**config.mk**
```make
export PLATFORM = sky130hd
export DESIGN_NAME = psil_top
export DESIGN_NICKNAME = d
export VERILOG_FILES = /design/src/design/psil_pkg.sv /design/src/design/psil_irq_if.sv /design/src/design/psil_top.sv /design/src/design/psil_sticky.sv /design/src/design/psil_flag.sv
export VERILOG_INCLUDE_DIRS = /design/src /design/src/design
export SDC_FILE = /design/constraint.sdc
export NUM_CORES = 1
export LEC_CHECK = 0
export BUFFER_PORTS_ARGS = -buffer_cell sky130_fd_sc_hd__buf_2
export CAP_MARGIN = 25
export CORE_ASPECT_RATIO = 0.9
export CORE_MARGIN = 10
export CORE_UTILIZATION = 35
export CTS_CLUSTER_DIAMETER = 80
export CTS_CLUSTER_SIZE = 10
export DETAILED_ROUTE_END_ITERATION = 16
export GPL_TIMING_DRIVEN = 0
export HOLD_SLACK_MARGIN = 0.12
export PLACE_DENSITY = 0.58
export REMOVE_ABC_BUFFERS = 1
export SLEW_MARGIN = 25
export SYNTH_ARGS = -nofsm -noshare
export SYNTH_HDL_FRONTEND = slang
export SYNTH_SLANG_ARGS = --single-unit
export TNS_END_PERCENT = 100
```
**constraint.sdc**
```tcl
create_clock -name i_clk -period 1.82 [get_ports i_clk]
set_input_delay 0.273 -clock i_clk [delete_from_list [all_inputs] [get_ports i_clk]]
set_output_delay 0.273 -clock i_clk [all_outputs]
set_load 0.02 [all_outputs]
```
**src/design/psil_cfg.svh**
```systemverilog
// Constants for the primary status and interrupt logic.
// Assumes byte addresses on a 12-bit register port.
`ifndef PSIL_CFG_SVH
`define PSIL_CFG_SVH
// Register byte offsets
`define PSIL_OFF_IER 12'h0dc
`define PSIL_OFF_ISR 12'h10c
`define PSIL_OFF_PSR 12'h110
`define PSIL_OFF_SSR 12'h114
// Primary status bit positions (pairs and groups are base indices)
`define PSIL_P_BPAR 31
`define PSIL_P_ABORT 30
`define PSIL_P_RTPAR 29
`define PSIL_P_SEQIRQ 27
`define PSIL_P_TARDY 25
`define PSIL_P_FAULT 23
`define PSIL_P_EXPIRE 21
`define PSIL_P_SHADOW 20
`define PSIL_P_EXTBUSY 19
`define PSIL_P_EXTEVT 18
`define PSIL_P_TWBUSY 17
`define PSIL_P_TWERR 16
`define PSIL_P_AUDIO 12
`define PSIL_P_AFIFO 11
`define PSIL_P_VGUARD 10
`define PSIL_P_VFIFO 9
// Secondary status bit positions
`define PSIL_Q_T1RE 29
`define PSIL_Q_T1PE 28
`define PSIL_Q_T1ACT 27
`define PSIL_Q_T0RE 26
`define PSIL_Q_T0PE 25
`define PSIL_Q_T0ACT 24
`define PSIL_Q_EXTTO 23
`define PSIL_Q_EXTFMT 22
`define PSIL_Q_TWADDR 21
`define PSIL_Q_TWWR 20
// Sticky source vector layout
`define PSIL_STK_W 21
`define PSIL_S_BPAR 0
`define PSIL_S_ABORT 1
`define PSIL_S_RTPAR 2
`define PSIL_S_SEQIRQ 3
`define PSIL_S_TARDY 5
`define PSIL_S_EXPIRE 7
`define PSIL_S_REGERR 9
`define PSIL_S_PGERR 11
`define PSIL_S_EXTFMT 13
`define PSIL_S_EXTTO 14
`define PSIL_S_TWADDR 15
`define PSIL_S_TWWR 16
`define PSIL_S_AUDIO 17
// Reset values and masks
`define PSIL_STK_RST 21'h004000
`define PSIL_PSR_RST 32'h00040000
`define PSIL_SSR_RST 32'h00800000
`define PSIL_FALL_MASK 32'h001a0000
`define PSIL_IMPL_MASK 32'hfffffe00
`endif

```
**src/design/psil_pkg.sv**
```systemverilog
// Types for the primary status and interrupt logic.
// Assumes psil_cfg.svh is on the include path.
`include "psil_cfg.svh"
package psil_pkg;
  typedef logic [31:0] psil_word_t;
  typedef logic [11:0] psil_addr_t;
  typedef enum logic [2:0] {PSIL_SEL_NONE, PSIL_SEL_IER, PSIL_SEL_ISR, PSIL_SEL_PSR, PSIL_SEL_SSR} psil_sel_e;
  typedef struct packed {
    psil_word_t interrupt_enable_reg;
    psil_word_t primary_status;
    psil_word_t secondary_status;
    psil_word_t rdata;
    logic       irq;
  } psil_top_s;
  typedef struct packed {
    psil_word_t prev;
    psil_word_t flags;
  } psil_flag_s;
  typedef struct packed {
    logic [`PSIL_STK_W-1:0] q;
  } psil_stk_s;
endpackage

```
**src/design/psil_irq_if.sv**
```systemverilog
// Carrier between the status collector and the interrupt flag module.
// Assumes both ends share one clock.
`timescale 1ns/1ps
`default_nettype none
interface psil_irq_if;
  logic [31:0] status;
  logic [31:0] enable;
  logic [31:0] trig;
  logic [31:0] clr;
  logic [31:0] flags;
  modport ctl  (output status, output enable, output trig, output clr, input flags);
  modport flag (input status, input enable, input trig, input clr, output flags);
endinterface
`default_nettype wire

```
**src/design/psil_top.sv**
```systemverilog
// Primary status and interrupt logic: status collection, register port,
// enable register and interrupt request.
// Assumes all status sources run on i_clk and give one-cycle pulses for
// events and steady levels for busy indications.
`timescale 1ns/1ps
`default_nettype none
`include "psil_cfg.svh"
module psil_top (
  input  wire logic               i_clk,
  input  wire logic               i_rst,
  // Register port
  input  wire psil_pkg::psil_addr_t i_addr,
  input  wire psil_pkg::psil_word_t i_wdata,
  input  wire logic               i_wr,
  input  wire logic               i_rd,
  output var psil_pkg::psil_word_t o_rdata,
  output logic                    o_irq,
  // Bus interface events
  input  wire logic               i_bus_parity_err,
  input  wire logic               i_bus_abort_err,
  input  wire logic               i_realtime_parity_err,
  input  wire logic               i_vsync,
  input  wire logic               i_seq_wait,
  input  wire logic               i_seq_in_control,
  // Register sequencer, index 1 is task 1
  input  wire logic [1:0]         i_seq_task_start,
  input  wire logic [1:0]         i_seq_irq,
  input  wire logic [1:0]         i_seq_tardy,
  input  wire logic [1:0]         i_seq_wait_expired,
  input  wire logic [1:0]         i_seq_reg_err,
  input  wire logic [1:0]         i_seq_page_err,
  input  wire logic [1:0]         i_seq_active,
  input  wire logic               i_shadow_load_active,
  // External data port
  input  wire logic               i_ext_port_busy,
  input  wire logic               i_ext_cmd_start,
  input  wire logic               i_ext_port_format_err,
  input  wire logic               i_ext_port_timeout,
  // Two-wire master
  input  wire logic               i_twowire_busy,
  input  wire logic               i_twowire_start,
  input  wire logic               i_twowire_addr_err,
  input  wire logic               i_twowire_write_err,
  // Audio: index 0 out1, 1 in1, 2 out2, 3 in2
  input  wire logic [3:0]         i_audio_guard,
  input  wire logic [3:0]         i_audio_start,
  input  wire logic [3:0]         i_audio_fifo_flow_err,
  // Video channels 1 to 3
  input  wire logic [2:0]         i_video_addr_guard_err,
  input  wire logic [2:0]         i_video_fifo_flow_err
);
  import psil_pkg::*;

  psil_top_s st;
  psil_top_s next_st;
  psil_sel_e sel;
  psil_word_t w1c;
  psil_word_t trig;
  logic [`PSIL_STK_W-1:0] stk_set;
  logic [`PSIL_STK_W-1:0] stk_clr;
  logic [`PSIL_STK_W-1:0] stk_q;
  logic [1:0] fault;
  logic [1:0] reg_err;
  logic [1:0] page_err;

  psil_irq_if irq_ifc ();

  // Address decode
  always_comb begin
    if (i_addr == `PSIL_OFF_IER) begin
      sel = PSIL_SEL_IER;
    end else if (i_addr == `PSIL_OFF_ISR) begin
      sel = PSIL_SEL_ISR;
    end else if (i_addr == `PSIL_OFF_PSR) begin
      sel = PSIL_SEL_PSR;
    end else if (i_addr == `PSIL_OFF_SSR) begin
      sel = PSIL_SEL_SSR;
    end else begin
      sel = PSIL_SEL_NONE;
    end
  end

  // Write-one effects on flags and primary status
  always_comb begin
    w1c  = '0;
    trig = '0;
    if (i_wr && (sel == PSIL_SEL_ISR)) begin
      w1c = i_wdata;
    end
    if (i_wr && (sel == PSIL_SEL_PSR)) begin
      trig = i_wdata;
    end
  end

  // Sticky status sources
  always_comb begin
    stk_set = '0;
    stk_clr = '0;
    stk_set[`PSIL_S_BPAR] = i_bus_parity_err;
    stk_clr[`PSIL_S_BPAR] = w1c[`PSIL_P_BPAR];
    stk_set[`PSIL_S_ABORT] = i_bus_abort_err;
    stk_clr[`PSIL_S_ABORT] = w1c[`PSIL_P_ABORT];
    // Window closes at vertical sync, or at a wait under sequencer control
    stk_set[`PSIL_S_RTPAR] = i_realtime_parity_err;
    stk_clr[`PSIL_S_RTPAR] = i_seq_in_control ? i_seq_wait : i_vsync;
    stk_set[`PSIL_S_SEQIRQ +: 2] = i_seq_irq;
    stk_clr[`PSIL_S_SEQIRQ +: 2] = i_seq_task_start;
    stk_set[`PSIL_S_TARDY +: 2] = i_seq_tardy;
    stk_clr[`PSIL_S_TARDY +: 2] = i_seq_task_start;
    stk_set[`PSIL_S_EXPIRE +: 2] = i_seq_wait_expired;
    stk_clr[`PSIL_S_EXPIRE +: 2] = i_seq_task_start;
    stk_set[`PSIL_S_REGERR +: 2] = i_seq_reg_err;
    stk_clr[`PSIL_S_REGERR +: 2] = i_seq_task_start | w1c[`PSIL_P_FAULT +: 2];
    stk_set[`PSIL_S_PGERR +: 2] = i_seq_page_err;
    stk_clr[`PSIL_S_PGERR +: 2] = i_seq_task_start | w1c[`PSIL_P_FAULT +: 2];
    stk_set[`PSIL_S_EXTFMT] = i_ext_port_format_err;
    stk_clr[`PSIL_S_EXTFMT] = i_ext_cmd_start | w1c[`PSIL_P_EXTEVT];
    stk_set[`PSIL_S_EXTTO] = i_ext_port_timeout;
    stk_clr[`PSIL_S_EXTTO] = i_ext_cmd_start | w1c[`PSIL_P_EXTEVT];
    stk_set[`PSIL_S_TWADDR] = i_twowire_addr_err;
    stk_clr[`PSIL_S_TWADDR] = i_twowire_start | w1c[`PSIL_P_TWERR];
    stk_set[`PSIL_S_TWWR] = i_twowire_write_err;
    stk_clr[`PSIL_S_TWWR] = i_twowire_start | w1c[`PSIL_P_TWERR];
    stk_set[`PSIL_S_AUDIO +: 4] = i_audio_guard;
    stk_clr[`PSIL_S_AUDIO +: 4] = i_audio_start;
  end

  psil_sticky u_sticky (
    .i_clk (i_clk),
    .i_rst (i_rst),
    .i_set (stk_set),
    .i_clr (stk_clr),
    .o_q   (stk_q)
  );

  assign reg_err  = stk_q[`PSIL_S_REGERR +: 2];
  assign page_err = stk_q[`PSIL_S_PGERR +: 2];
  assign fault    = reg_err | page_err;

  // Next state: enable, status summaries, read data, request
  always_comb begin
    next_st = st;
    if (i_wr && (sel == PSIL_SEL_IER)) begin
      next_st.interrupt_enable_reg = i_wdata & `PSIL_IMPL_MASK;
    end

    // Primary status, summarised from sources and secondary flags
    next_st.primary_status = '0;
    next_st.primary_status[`PSIL_P_BPAR] = stk_q[`PSIL_S_BPAR];
    next_st.primary_status[`PSIL_P_ABORT] = stk_q[`PSIL_S_ABORT];
    next_st.primary_status[`PSIL_P_RTPAR] = stk_q[`PSIL_S_RTPAR];
    next_st.primary_status[`PSIL_P_SEQIRQ +: 2] = stk_q[`PSIL_S_SEQIRQ +: 2];
    next_st.primary_status[`PSIL_P_TARDY +: 2] = stk_q[`PSIL_S_TARDY +: 2];
    next_st.primary_status[`PSIL_P_FAULT +: 2] = fault;
    next_st.primary_status[`PSIL_P_EXPIRE +: 2] = stk_q[`PSIL_S_EXPIRE +: 2];
    next_st.primary_status[`PSIL_P_SHADOW] = i_shadow_load_active;
    next_st.primary_status[`PSIL_P_EXTBUSY] = i_ext_port_busy;
    next_st.primary_status[`PSIL_P_EXTEVT] = stk_q[`PSIL_S_EXTFMT] | stk_q[`PSIL_S_EXTTO];
    next_st.primary_status[`PSIL_P_TWBUSY] = i_twowire_busy;
    next_st.primary_status[`PSIL_P_TWERR] = stk_q[`PSIL_S_TWADDR] | stk_q[`PSIL_S_TWWR];
    next_st.primary_status[`PSIL_P_AUDIO +: 4] = stk_q[`PSIL_S_AUDIO +: 4];
    next_st.primary_status[`PSIL_P_AFIFO] = |i_audio_fifo_flow_err;
    next_st.primary_status[`PSIL_P_VGUARD] = |i_video_addr_guard_err;
    next_st.primary_status[`PSIL_P_VFIFO] = |i_video_fifo_flow_err;

    // Secondary status detail
    next_st.secondary_status = '0;
    next_st.secondary_status[`PSIL_Q_T1RE] = reg_err[1];
    next_st.secondary_status[`PSIL_Q_T1PE] = page_err[1];
    next_st.secondary_status[`PSIL_Q_T1ACT] = i_seq_active[1];
    next_st.secondary_status[`PSIL_Q_T0RE] = reg_err[0];
    next_st.secondary_status[`PSIL_Q_T0PE] = page_err[0];
    next_st.secondary_status[`PSIL_Q_T0ACT] = i_seq_active[0];
    next_st.secondary_status[`PSIL_Q_EXTTO] = stk_q[`PSIL_S_EXTTO];
    next_st.secondary_status[`PSIL_Q_EXTFMT] = stk_q[`PSIL_S_EXTFMT];
    next_st.secondary_status[`PSIL_Q_TWADDR] = stk_q[`PSIL_S_TWADDR];
    next_st.secondary_status[`PSIL_Q_TWWR] = stk_q[`PSIL_S_TWWR];

    // Read data valid only in the cycle after the strobe
    next_st.rdata = '0;
    if (i_rd) begin
      if (sel == PSIL_SEL_IER) begin
        next_st.rdata = st.interrupt_enable_reg;
      end else if (sel == PSIL_SEL_ISR) begin
        next_st.rdata = irq_ifc.flags;
      end else if (sel == PSIL_SEL_PSR) begin
        next_st.rdata = st.primary_status;
      end else if (sel == PSIL_SEL_SSR) begin
        next_st.rdata = st.secondary_status;
      end else begin
        next_st.rdata = '0;
      end
    end

    next_st.irq = |(irq_ifc.flags & st.interrupt_enable_reg);
  end

  always_ff @(posedge i_clk) begin
    if (i_rst) begin
      st.interrupt_enable_reg   <= '0;
      st.primary_status   <= `PSIL_PSR_RST;
      st.secondary_status   <= `PSIL_SSR_RST;
      st.rdata <= '0;
      st.irq   <= 1'b0;
    end else begin
      st <= next_st;
    end
  end

  // Flag module sees registered status, enable and write effects
  assign irq_ifc.status = st.primary_status;
  assign irq_ifc.enable = st.interrupt_enable_reg;
  assign irq_ifc.trig   = trig;
  assign irq_ifc.clr    = w1c;

  psil_flag u_flag (
    .i_clk (i_clk),
    .i_rst (i_rst),
    .ifc   (irq_ifc.flag)
  );

  assign o_rdata = st.rdata;
  assign o_irq   = st.irq;
endmodule
`default_nettype wire

```
**src/design/psil_sticky.sv**
```systemverilog
// Vector of sticky status bits, set and clear per bit.
// Assumes single-cycle set and clear pulses from the same clock.
`timescale 1ns/1ps
`default_nettype none
`include "psil_cfg.svh"
module psil_sticky (
  input  wire logic                   i_clk,
  input  wire logic                   i_rst,
  input  wire logic [`PSIL_STK_W-1:0] i_set,
  input  wire logic [`PSIL_STK_W-1:0] i_clr,
  output logic      [`PSIL_STK_W-1:0] o_q
);
  import psil_pkg::*;
  psil_stk_s st;
  psil_stk_s next_st;
  // Set wins over a clear in the same cycle
  always_comb begin
    next_st.q = (st.q & ~i_clr) | i_set;
  end
  always_ff @(posedge i_clk) begin
    if (i_rst) begin
      st.q <= `PSIL_STK_RST;
    end else begin
      st <= next_st;
    end
  end
  assign o_q = st.q;
endmodule
`default_nettype wire

```
**src/design/psil_flag.sv**
```systemverilog
// Interrupt flag register with per-bit edge selection.
// Assumes status and enable arrive registered, trigger and clear as
// same-clock pulses from the register port.
`timescale 1ns/1ps
`default_nettype none
`include "psil_cfg.svh"
module psil_flag (
  input wire logic i_clk,
  input wire logic i_rst,
  psil_irq_if.flag ifc
);
  import psil_pkg::*;
  localparam psil_word_t FALL = `PSIL_FALL_MASK;
  localparam psil_word_t IMPL = `PSIL_IMPL_MASK;
  psil_flag_s st;
  psil_flag_s next_st;
  psil_word_t edge_hit;
  always_comb begin
    edge_hit = (FALL & st.prev & ~ifc.status) | (~FALL & ~st.prev & ifc.status);
    next_st = st;
    next_st.prev = ifc.status;
    // Enabled edge or software trigger sets, set beats clear
    next_st.flags = ((st.flags & ~ifc.clr) | ((edge_hit | ifc.trig) & ifc.enable)) & IMPL;
  end
  always_ff @(posedge i_clk) begin
    if (i_rst) begin
      st.prev  <= `PSIL_PSR_RST;
      st.flags <= '0;
    end else begin
      st <= next_st;
    end
  end
  assign ifc.flags = st.flags;
endmodule
`default_nettype wire

```
# Word-level counts from Yosys, hierarchy flattened
# Cells that the tools add are included.
[op_classes] bitwise=21 eq_ne=8 n_reduce_logical=8 muxes=11
[op_table] cell="$mux 32" n=6
[op_table] cell="$and 32x32->32" n=4
[op_table] cell="$not 32->32" n=3
[op_table] cell="$or 32x32->32" n=3
[op_table] cell="$eq 12x9->1 const B" n=3
[op_table] cell="$and 21x32->32" n=1
[op_table] cell="$reduce_or 32->1" n=1
[op_table] cell="$and 21x21->21" n=1
[op_table] cell="$not 21->21" n=1
[op_table] cell="$or 21x21->21" n=1
[op_table] cell="$eq 12x8->1 const B" n=1
[op_table] cell="$mux 3" n=4
[op_table] cell="$eq 3x2->1 const B" n=2
[op_table] cell="$reduce_or 3->1" n=2
[op_table] cell="$or 1x1->1" n=4
[op_table] cell="$or 2x2->2" n=2
[op_table] cell="$reduce_or 4->1" n=1
[op_table] cell="$eq 3x1->1 const B" n=1
[op_table] cell="$eq 3x3->1 const B" n=1
[op_table] cell="$logic_and 1x1->1" n=3
[op_table] cell="$reduce_or 2->1" n=1
[op_table] cell="$mux 1" n=1
[op_table] cell="$not 1->1" n=1
[word_totals] elab_cells=59 out_inout_bits=33 register_bits=205 input_bits=95

# Longest topological paths before layout
# Gate-level depths: netlist of the first run.
[depth] word_depth=12 ltp_mapped=6 mapped_depth_nobuf=4

# Hierarchy
# A second synthesis of the first run with hierarchy kept.
[hier_totals] hier_cells=724 area_unflattened_um2=6857.8
[by_module_without_submodules] module="psil_top" seq_area_each_um2=1781.7 cells_each=439 area_per_inst_um2=4134.0 instances=1
[by_module_without_submodules] module="psil_flag" seq_area_each_um2=920.9 cells_each=199 area_per_inst_um2=1893.1 instances=1
[by_module_without_submodules] module="psil_sticky" seq_area_each_um2=420.4 cells_each=86 area_per_inst_um2=830.8 instances=1

# Worst setup path before layout of the first run
# Ideal clock, no wire load.
[synth_path] kind="in2reg" from="input port i_addr[7]" to="register u_flag.ifc.flags[10] (netlist name)" setup_ns=0.132 t_arrival_ns=1.742 path_slack_ns=-0.054 required_ns=1.688 path_stages=6 path_buffers=2 cell_sequence="or4b_4 or4_4 buf_6 buf_12 a21oi_2 a21oi_1"
[synth_via] elab_chain_len=11 elab_cells_between_ends=19 cone_classes="6 x eq/ne; 6 x mux; 5 x bitwise; 2 x reduce/logical"
[synth_lines] element="start, declared" line="psil_top.sv:12" rtl="input wire psil_pkg::psil_addr_t i_addr,"
[synth_lines] element="$eq 12x9->1 (no source line)"
[synth_lines] element="$mux 3" line="psil_top.sv:76" rtl="end else if (i_addr == `PSIL_OFF_SSR) begin"
[synth_lines] element="$mux 3" line="psil_top.sv:74" rtl="end else if (i_addr == `PSIL_OFF_PSR) begin"
[synth_lines] element="$mux 3" line="psil_top.sv:72" rtl="end else if (i_addr == `PSIL_OFF_ISR) begin"
[synth_lines] element="$mux 3 *" line="psil_top.sv:70" rtl="if (i_addr == `PSIL_OFF_IER) begin"
[synth_lines] element="$eq 3x2->1, on equally long branches" line="psil_top.sv:90, psil_top.sv:87"
[synth_lines] element="$logic_and 1x1->1, on equally long branches" line="psil_top.sv:90, psil_top.sv:87"
[synth_lines] element="$mux 32, on equally long branches" line="psil_top.sv:90, psil_top.sv:87"
[synth_lines] element="$or 32x32->32 / $not 32->32 (equally long branches)" line="psil_flag.sv:23" rtl="next_st.flags = ((st.flags & ~ifc.clr) | ((edge_hit | ifc.trig) & ifc.enable)) & IMPL;"
[synth_lines] element="$and 32x32->32" line="psil_flag.sv:23"
[synth_lines] element="$or 32x32->32 *" line="psil_flag.sv:23"
# Every way passes the cells marked *; elsewhere a longest branch is shown, timed or not.
# A chain may end at the register's enable or synchronous reset.

# Worst setup path after layout of the first run
[layout_path] from="input port i_addr[7]" to="register u_flag.ifc.flags[28] (netlist name)"
[layout_via] elab_chain_len=11 elab_cells_between_ends=19 cone_classes="6 x eq/ne; 6 x mux; 5 x bitwise; 2 x reduce/logical"
[layout_lines] element="$eq 12x9->1 (no source line)"
[layout_lines] element="$mux 3" line="psil_top.sv:76"
[layout_lines] element="$mux 3" line="psil_top.sv:74"
[layout_lines] element="$mux 3" line="psil_top.sv:72"
[layout_lines] element="$mux 3 *" line="psil_top.sv:70"
[layout_lines] element="$eq 3x2->1, on equally long branches" line="psil_top.sv:90, psil_top.sv:87"
[layout_lines] element="$logic_and 1x1->1, on equally long branches" line="psil_top.sv:90, psil_top.sv:87"
[layout_lines] element="$mux 32, on equally long branches" line="psil_top.sv:90, psil_top.sv:87"
[layout_lines] element="$or 32x32->32 / $not 32->32 (equally long branches)" line="psil_flag.sv:23"
[layout_lines] element="$and 32x32->32" line="psil_flag.sv:23"
[layout_lines] element="$or 32x32->32 *" line="psil_flag.sv:23"
# Marked as above.

==> out/results.ini, run 1 <==
[status]
status = complete, but fails checks
violations = setup timing

[min_path]
hp-class = input port to flip-flop
min-delay-start = i_ext_port_format_err

[power]
leakagePower_nw = 3.034
power_w = 0.007738
power_density_nw_per_um2 = 1003
ir_drop_mv = 0.5734

[placement]
dp_slack_ns = -0.7414
numPortBuffers = 109
place.gp.congestion = 0.7664
dp_hpwl_um = 11150

[floorplan]
boundaryPins = 128
core_area_um2 = 16780
dieArea_um2 = 22650
start_util_pct = 35.52
rows = 45
die_x_um = 157.5
die_h_um = 143.8

[synth]
yosysUniqueCellTypes = 49
ys.flop_type = dfxtp_1
async_reset_ff_share_pct = 0
syn_area_per_cell_um2 = 9.126
yosysTopAreaCell = dfxtp_1
syn_area_um2 = 5959
ys_seq_area_share_pct = 49.38
synth_edf_count = 0
yosys-top-cells-area = dfxtp_1 (49%), nor2b_1 (5.1%), a21oi_1 (4.8%)
synth_warnings = 0
yosys_register_bits = 147
synthCells = 653
synth_top_cell_area_share_pct = 49.38

[critical_path]
cpMaxStageDelayCell = or4_4
crit_path_start_kind = input port
critical_path_buf_inv_count = 1
rr_startpoint = irq_ifc.enable[19]
crit_chain = buf_2 > or4b_4 > or4_4 > a21oi_2 > a21oi_1
critPathRequiredTime_ns = 2.12
arrival_ns = 2.14
startpoint = i_addr[7]
cpLargestDelayFamily = simple AND/OR/NAND/NOR gates
critPathKind = input port to flip-flop
max_stage_delay_ns = 0.81
cp-end-kind = flip-flop
crit_path_max_fanout = 32

[routing]
drtAntennaViolNets = 0
vias = 5087
first_iter_violations = 346
post-route-drc-count = 0
wire_per_inst_um = 16.84
routed_wl_um = 16890
dr.pass1.iters = 5
via_per_inst = 5.072

[clock_tree]
post_cts_buffers = 0
htreeDepth = 4
clock_sinks = 147
cts_buffers = 17
cts_tree = built
clk_transition_reported_paths_ns = 0.06
clk_latency_ns = 0.42
clk_path_buf_depth = 2
cts_root_buf = clkbuf_16

[sta]
worstMarginPinSlew_ns = 0.7190
finalSetupViolations = 1
slew_violations = 0
slew_headroom_pct = 51.67
clock_skew_ns = 0.005958
hold_violations = 0
finalCriticalPeriod_ns = 1.840
max_freq_ghz = 0.5436
setup_ws_ns = -0.01971
fin_crit_sh_pct = 101.1
rsz0062_at_grt = yes

[finish]
area_growth_pct = 29.39
drive_above_1_share_pct = 25.00
fin_nets = 874
fin_util_pct = 45.96
n_antenna_cell = 0

[global_route]
track_usage_pct = 15.05
antenna_found_initial = 0
grt_max_degree = 84
grt_pass1_vias = 5346
grt.overflow.total = 0
grt_pass1_wl_um = 26790

[job]
max_cap_violations = 0

==> what timing repair did <==
action                                 CTS  global route
pin swaps                                1             4
setup endpoints to repair               70            24
endpoints found under the hold margin   52             0
gates cloned                             0             0
gates resized for setup                 11             4
hold buffers                            52             0
==> state kept, by name, indices dropped and copies added, names as in the netlist <==
name              cells
st                   10
irq_ifc.status       23
o_rdata              23
o_irq                 1
u_flag.ifc.flags     23
u_sticky.o_q         21
irq_ifc.enable       23
u_flag.st            23
==> report_power, final <==
| part | total (W) | switching, W | internal (W) |
|---|---|---|---|
| Sequential | 0.00335 | 0.0000435 | 0.00331 |
| Combinational | 0.000441 | 0.000206 | 0.000235 |
| Clock | 0.00394 | 0.00136 | 0.00258 |
==> final cells by class <==
| cell class | count | area [um2] |
|---|---|---|
| clock buffers | 20 | 436.7 |
| clock inverters | 12 | 229.0 |
| fillers | 1601 | 9067 |
| inverters | 40 | 150.1 |
| multi-input cells | 407 | 2551 |
| flip-flops and latches | 147 | 2943 |
| well taps | 211 | 264.0 |
| repair buffers | 166 | 1137 |
==> cells by family (layout without fill, tap and decap cells) <==
logic type / count (synthesis) / count (layout) / share of synthesized area, %
muxes: 12 / 12 / 2.184
buffers and inverters: 107 / 238 / 9.679
and+or+nand+nor: 223 / 223 / 20.76
DFF: 147 / 147 / 49.38
AOI/OAI and AO/OA: 163 / 163 / 17.93
other: 1 / 9 / 0.06293
==> worst paths after layout <==
check	end	slack [ns]	cells after the start
worst min register to register	irq_ifc.status[25]	0.47	1
worst min-delay path	u_sticky.o_q[13]	0.14	3
worst max-delay path	u_flag.ifc.flags[28]	-0.02	5
worst max register to register	o_irq	0.54	4
==> layer usage <==
metal  vias to the layer above  share of wire [%]  global-route usage (%)
met1                      2438                 46                   18.10
met2                       147                 46                   24.70
met3                        24                6.2                   4.512
li1                       2478                  -                       -
met5                         -                  0                       0
met4                         0                1.7                   5.851
==> tightest hold or removal path, cell delays in order <==
cell,delay (ns)
buf_2,0.09
inv_1,0.05
o22ai_1,0.08
==> metrics by stage <==
step / std cells / cell area [um2] / TNS [ns] / hold slack, ns
final: 1003 / 7711 / -0.01971 / 0.1355
after global routing: 1003 / 7711 / -0.1496 / 0.1349
after CTS: 1003 / 7684 / 0 / 0.1229
after detailed placement: 919 / 6459 / -44.65 / 0.4533
after global placement: 914 / 6372 / -127.68 / 0.4515
after floorplan: 594 / 5563 / -3.590 / 0.3421
==> cells in the mapped netlist (all sizes together), types with 5 or more instances <==
cell	count
inv	40
mux2	8
buf	46
dfxtp	147
nand3	24
a22oi	8
nor2	20
or2	5
nor2b	49
nor3	18
o22ai	10
a221o	11
a211oi	8
clkbuf	21
a21oi	80
nand2	55
nor3b	8
o21ai	31
nand3b	18
==> layout by cell type, fill, tap and decap left out, types with 18 or more instances in the layout <==
| cell type | count |
|---|---|
| nor2b_1 | 49 |
| nor2_1 | 19 |
| nand3_1 | 23 |
| o21ai_0 | 19 |
| buf_2 | 108 |
| dlygate4sd3_1 | 52 |
| dfxtp_1 | 147 |
| nand3b_1 | 18 |
| nand2_1 | 55 |
| a21oi_2 | 23 |
| a21oi_1 | 57 |
| inv_1 | 40 |
(Power assumes the default switching activity.)
==> run 2: changes to the inputs <==
--- a/config.mk
+++ b/config.mk
@@ -19,5 +19,6 @@
 export PLACE_DENSITY = 0.58
 export REMOVE_ABC_BUFFERS = 1
-export SLEW_MARGIN = 25
+export SETUP_SLACK_MARGIN = 0.5
+export SLEW_MARGIN = 20
 export SYNTH_ARGS = -nofsm -noshare
 export SYNTH_HDL_FRONTEND = slang
==> constraint.sdc (replaced) <==
create_clock -name i_clk -period 1.82 [get_ports i_clk]
set_input_delay 0.273 -clock i_clk [delete_from_list [all_inputs] [get_ports i_clk]]
set_output_delay 0.273 -clock i_clk [all_outputs]
set_load 0.005 [all_outputs]
==> run 2 against run 1 <==
Against the previous run:
- the flow now finishes without violations
- clock skew rose by 0.0012 ns
- non-clock buffer count rose by 39
- first-iteration DRC count fell by 12%
- count of clock-buffer cells in the layout fell by 1
- global-route usage rose by 1.5 points
- clock power fell by 10%
- via count rose by 6.4%
- combinational power rose by 17%
- total power fell by 4.4%
- largest power group unchanged
==> out/results.ini, run 2 (same netlist as run 1, synthesis figures left out) <==
[min_path]
hold_depth = 3  ; unchanged
min-delay-start = i_ext_cmd_start
hp-class = input port to flip-flop
holdPathEnd = u_sticky.o_q[14]

[critical_path]
ff2ff_setup_slack_ns = 0.57  ; +0.03 ns
crit_path_start_kind = input port
critPathKind = input port to flip-flop
critPathRequiredTime_ns = 2.12  ; about the same
rr_worst_depth = 4  ; unchanged
arrival_ns = 1.92  ; -0.22 ns
r2r_end = o_irq
cp-end-kind = flip-flop
crit_path_max_fanout = 8  ; -75%
rr_startpoint = u_flag.ifc.flags[16]

[sta]
rsz0062_at_grt = yes
worstMarginPinSlew_ns = 0.5933  ; -0.1257 ns
max_freq_ghz = 0.6145  ; +13%
clock_skew_ns = 0.007132  ; +0.001173 ns
slew_headroom_pct = 60.14  ; +8.5 points
fin_crit_sh_pct = 89.41  ; -12 points
slew_violations = 0  ; unchanged
hold_violations = 0  ; unchanged
tns_ns = 0  ; +0.01971 ns
finalSetupViolations = 0  ; -1
finalCriticalPeriod_ns = 1.627  ; -0.2124 ns

[finish]
drive_above_1_share_pct = 36.13  ; +11 points
n_fill_cell = 1457  ; -9.0%
multi_input_area_um2 = 3100  ; +22%
fin_nets = 915  ; +4.7%
most-common-layout-cells = dfxtp_1 (147), buf_2 (103), dlygate4sd3_1 (56), nor2b_1 (49)
stdcell_count = 1044  ; +4.1%
n_antenna_cell = 0  ; unchanged
area_growth_pct = 46.04
mostFrequentLayoutCell = dfxtp_1
seq_area_um2 = 2943  ; unchanged

[power]
power_w = 0.007401  ; -4.4%
power.switching_fraction_pct = 22.51  ; +1.7 points
pwr-share-seq_pct = 45.3  ; +1.9 points
comb_power_share_pct = 6.9  ; +1.2 points
clockPowerShare_pct = 47.7  ; -3.3 points
internal_power_w = 0.005735  ; -6.4%
power.switching_w = 0.001666  ; +3.3%
ir_drop_mv = 0.5645  ; -1.6%
leakagePower_nw = 3.550  ; +17%
power_density_nw_per_um2 = 850.4  ; -15%

[floorplan]
core_area_um2 = 16780  ; unchanged
die_x_um = 157.5  ; unchanged
die_h_um = 143.8  ; unchanged
dieArea_um2 = 22650  ; unchanged
start_util_pct = 35.52  ; unchanged
boundaryPins = 128  ; unchanged
rows = 45  ; unchanged

[routing]
routed_wl_um = 19450  ; +15%
via_per_inst = 5.183  ; +2.2%
post-route-drc-count = 0  ; unchanged
drtAntennaViolNets = 0  ; unchanged
dr.pass1.iters = 7  ; +2
wire_per_inst_um = 18.63  ; +11%
vias = 5411  ; +6.4%
first_iter_violations = 304  ; -12%

[clock_tree]
cts_tree = built
cts_root_buf = clkbuf_16
clock_sinks = 147  ; unchanged
htreeDepth = 4  ; unchanged
clk_latency_ns = 0.43  ; about the same
cts_buffers = 17  ; unchanged
clk_path_buf_depth = 2  ; unchanged
clk_transition_reported_paths_ns = 0.06  ; about the same

[global_route]
grt_pass1_vias = 5649  ; +5.7%
grt_max_degree = 84  ; unchanged
grt.overflow.total = 0  ; unchanged
antenna_found_initial = 0  ; unchanged
track_usage_pct = 16.55  ; +1.5 points
grt_pass1_wl_um = 29160  ; +8.8%

[job]
max_cap_violations = 0  ; unchanged

[placement]
numPortBuffers = 109  ; unchanged
dp_hpwl_um = 11170  ; +0.19%
place.gp.congestion = 0.7664  ; unchanged
place_inst = 920  ; +0.11%

[status]
status = completed

run 2: cell types whose count changed in the layout (fill, tap and decap cells not counted), moves of 11 or more:
| cell | before | now |
|---|---|---|
| a21oi_1 | 57 | 43 |
| buf_4 | 2 | 19 |
| nand2_1 | 55 | 43 |
| nand2_4 | 0 | 11 |
| nor3_1 | 17 | 6 |
| nor3_4 | 0 | 11 |
run 2: how the worst max path moves through the flow:
stage	start	end	slack [ns]	cells past startpoint
finish	i_addr[6]	u_flag.ifc.flags[11]	0.19	7
global route	i_addr[6]	u_flag.ifc.flags[11]	0.18	7
CTS	i_addr[6]	u_sticky.o_q[0]	0.17	6
detailed placement	i_addr[7]	u_flag.ifc.flags[22]	-0.76	5
global placement	i_rst	o_rdata[15]	-2.86	4
floorplan	i_addr[7]	o_rdata[10]	-0.12	4
run 2: worst max-delay path: stages:
cell and delay, ns:
buf_8 0.09, or4b_4 0.56, buf_6 0.14, or4_4 0.45
buf_12 0.18, a21oi_4 0.15, a21oi_2 0.07
run 2: routing by layer:
layer	up-vias	routed length (um)	global-route usage, %
met2	178	9407	26.76
met4	0	291	5.801
met1	2637	8355	19.94
met3	27	1392	5.856
li1	2569	-	-
met5	-	0	0
run 2: layout make-up:
type | count | area share, %
timing repair buffer | 205 | 18.99
clock inverter | 13 | 1.840
sequential | 147 | 33.81
clock buffer | 19 | 4.974
inverter | 40 | 1.725
multi-input combinational | 409 | 35.62
tap | 211 | 3.033
run 2: timing repair:
| item | 4_1_cts | 5_1_grt |
|---|---|---|
| endpoints found under the hold margin | 50 | 0 |
| gates cloned | 4 | 2 |
| setup endpoints to repair | 79 | 80 |
| gates resized for setup | 79 | 76 |
| pin swaps | 50 | 50 |
| setup buffers | 25 | 5 |
| hold buffers | 56 | 0 |
run 2: power groups by stage:
stage / Combinational (W) / Sequential [W] / Clock (W)
finish: 0.000514 / 0.00336 / 0.00353
global route: 0.000558 / 0.00336 / 0.00373
CTS: 0.000480 / 0.00335 / 0.00360
detailed placement: 0.000328 / 0.00342 / 0
global placement: 0.000309 / 0.00342 / 0
floorplan: 0.000131 / 0.00341 / 0
run 2: metrics by stage:
| stage | setup WS [ns] | hold WS [ns] | cell area, um2 | util (%) |
|---|---|---|---|---|
| 2_1_floorplan | -0.1197 | 0.3421 | 5563 | - |
| 3_3_place_gp | -2.861 | 0.4515 | 6372 | 37.98 |
| 3_5_place_dp | -0.7595 | 0.4533 | 6464 | 38.52 |
| 4_1_cts | 0.1651 | 0.1205 | 8313 | 49.55 |
| 5_1_grt | 0.1814 | 0.1341 | 8703 | 51.87 |
| 6_report | 0.1927 | 0.1329 | 8703 | 51.87 |
==> run 3: changes to the inputs <==
Settings changed: CELL_PAD_IN_SITES_DETAIL_PLACEMENT from default to 1, CELL_PAD_IN_SITES_GLOBAL_PLACEMENT from default to 1, PLACE_DENSITY 0.58 to 0.73.
==> run 3 against run 2 <==
Against the previous run:
- sequential power hardly changed
- sequential share of layout area grew 0.46 points
- worst setup slack worse by 0.051 ns
- sequential cell count unchanged
- critical path type unchanged
- global-route usage is 1.0 points higher
==> out/results.ini, run 3 (same netlist as run 1, synthesis figures left out) <==
[floorplan]
die_x_um = 157.5  ; unchanged
boundaryPins = 128  ; unchanged
die_h_um = 143.8  ; unchanged
start_util_pct = 35.52  ; unchanged
rows = 45  ; unchanged
core_area_um2 = 16780  ; unchanged
dieArea_um2 = 22650  ; unchanged

[global_route]
grt.overflow.total = 0  ; unchanged
grt_util_met3_pct = 4.601  ; -1.3 points
grt.busiest_layer = met2
grt_pass1_vias = 5786  ; +2.4%
met1_usage_pct = 20.39  ; +0.45 points
met2_usage_pct = 30.50  ; +3.7 points
grt_max_degree = 73  ; -13%
track_usage_pct = 17.59  ; +1.0 points
antenna_found_initial = 0  ; unchanged
grt_pass1_wl_um = 30930  ; +6.1%

[finish]
most-common-layout-cells = dfxtp_1 (147), buf_2 (101), nand2_1 (55), a21oi_1 (52), nor2b_1 (49)
fin_util_pct = 51.18  ; -0.69 points
seq_area_um2 = 2943  ; unchanged
multi_input_area_um2 = 2958  ; -4.6%
n_fill_cell = 1850  ; +27%
mostFrequentLayoutCell = dfxtp_1
stdcell_count = 1035  ; -0.86%
n_antenna_cell = 0  ; unchanged
fin_nets = 908  ; -0.77%
area_growth_pct = 44.09
drive_above_1_share_pct = 33.50  ; -2.6 points

[critical_path]
critical_path_buf_inv_count = 2  ; -1
cpLargestDelayFamily = simple AND/OR/NAND/NOR gates
critPathKind = input port to flip-flop
arrival_ns = 1.98  ; +0.06 ns
cpMaxStageDelayCell = or4_4
cp-end-kind = flip-flop
crit_path_start_kind = input port
critPathRequiredTime_ns = 2.12  ; about the same
max_stage_delay_ns = 0.60  ; +0.04 ns
crit_chain = buf_8 > or4b_4 > or4_4 > buf_12 > a21oi_2 > a21oi_1
crit_path_max_fanout = 7  ; -1

[routing]
wire_per_inst_um = 20.53  ; +10%
dr.pass1.iters = 4  ; -3
post-route-drc-count = 0  ; unchanged
routed_wl_um = 21250  ; +9.3%
vias = 5411  ; unchanged
via_per_inst = 5.228  ; +0.87%
first_iter_violations = 326  ; +7.2%
drtAntennaViolNets = 0  ; unchanged

[sta]
rsz0062_at_grt = yes
worstMarginPinSlew_ns = 0.5829  ; -0.01046 ns
finalCriticalPeriod_ns = 1.678  ; +0.05078 ns
hold_violations = 0  ; unchanged
slew_violations = 0  ; unchanged
max_freq_ghz = 0.5959  ; -3.0%
clock_skew_ns = 0.007557  ; +0.0004250 ns
slew_headroom_pct = 60.84  ; +0.70 points
finalSetupViolations = 0  ; unchanged
fin_crit_sh_pct = 92.20  ; +2.8 points
setup_ws_ns = 0.1420  ; -0.05078 ns

[clock_tree]
clock_sinks = 147  ; unchanged
cts_tree = built
clk_path_buf_depth = 2  ; unchanged
cts_buffers = 17  ; unchanged
clk_transition_reported_paths_ns = 0.06  ; about the same
htreeDepth = 4  ; unchanged
clk_latency_ns = 0.43  ; about the same
cts_root_buf = clkbuf_16

[placement]
dp_hpwl_um = 12870  ; +15%
place.gp.congestion = 0.7739  ; +0.98%
place_inst = 921  ; +0.11%
numPortBuffers = 109  ; unchanged
dp_slack_ns = -0.7071  ; +0.05232 ns

[min_path]
hp-class = input port to flip-flop

[power]
leakagePower_nw = 3.478  ; -2.0%
ir_drop_mv = 0.6328  ; +12%
power_w = 0.007736  ; +4.5%
power_density_nw_per_um2 = 900.9  ; +5.9%

[job]
max_cap_violations = 0  ; unchanged

[status]
status = completed

[run 3: changes by cell type in the layout (fill, tap and decap cells not counted), sizes merged]
cell          delta
clkinv           -3
inv              -1
bufinv           +2
dlymetal6s4s     +1
clkinvlp         -2
nand2b           -1
dlygate4sd3      -9
clkbuf           +2
buf              +2
[run 3: cell type report]
class / count / area share (%)
Clock buffer: 21 / 5.479
Clock inverter: 9 / 2.069
Inverter: 40 / 1.749
Multi-Input combinational cell: 408 / 34.45
Sequential cell: 147 / 34.27
Tap cell: 211 / 3.074
Timing Repair Buffer: 199 / 18.91
[run 3: stage by stage]
step,hold slack (ns),area [um2],setup TNS [ns]
2_1_floorplan,0.3421,5563,-3.590
3_3_place_gp,0.4467,6372,-133.41
3_5_place_dp,0.4565,6486,-40.99
4_1_cts,0.1204,8160,0
5_1_grt,0.1331,8587,0
6_report,0.1067,8587,0
[run 3: power by group]
group | total [W] | switching, W | leakage [nW] | internal, W
Combinational | 0.000509 | 0.000241 | 1.97 | 0.000268
Sequential | 0.00336 | 0.0000477 | 1.20 | 0.00331
Clock | 0.00387 | 0.00134 | 0.307 | 0.00252
Total | 0.00774 | 0.00163 | 3.48 | 0.00610
[run 3: final timing paths]
kind                                              to  cells after the start                      start  slack [ns]
worst max-delay path            u_flag.ifc.flags[17]                      6                  i_addr[6]        0.14
worst min-delay path              irq_ifc.status[10]                      3  i_video_addr_guard_err[1]        0.11
worst max register to register                 o_irq                      4       u_flag.ifc.flags[30]        0.53
worst min register to register    irq_ifc.status[27]                      1            u_sticky.o_q[3]        0.46
[run 3: worst register-to-register path: stages (launching register included)]
cell	delay, ns
dfxtp_1	0.35
a22oi_1	0.28
nand4_1	0.18
nor2_1	0.22
a31oi_1	0.12
[run 3: per-layer routing]
metal  vias to the layer above  wire (um)  part of all wire, %
met2                       156      10660                   50
met4                         0        428                  2.0
met5                         -          0                    0
met1                      2676       9048                   43
li1                       2549          -                    -
met3                        30       1120                  5.3
[run 3: what timing repair did]
item                       in CTS  in global routing
gates cloned                    2                  1
hold buffers                   49                  0
resized for setup              64                 57
setup buffers                  21                 12
pin swaps                      49                 21
setup endpoints to repair      79                 80
hold endpoints to repair       42                  0
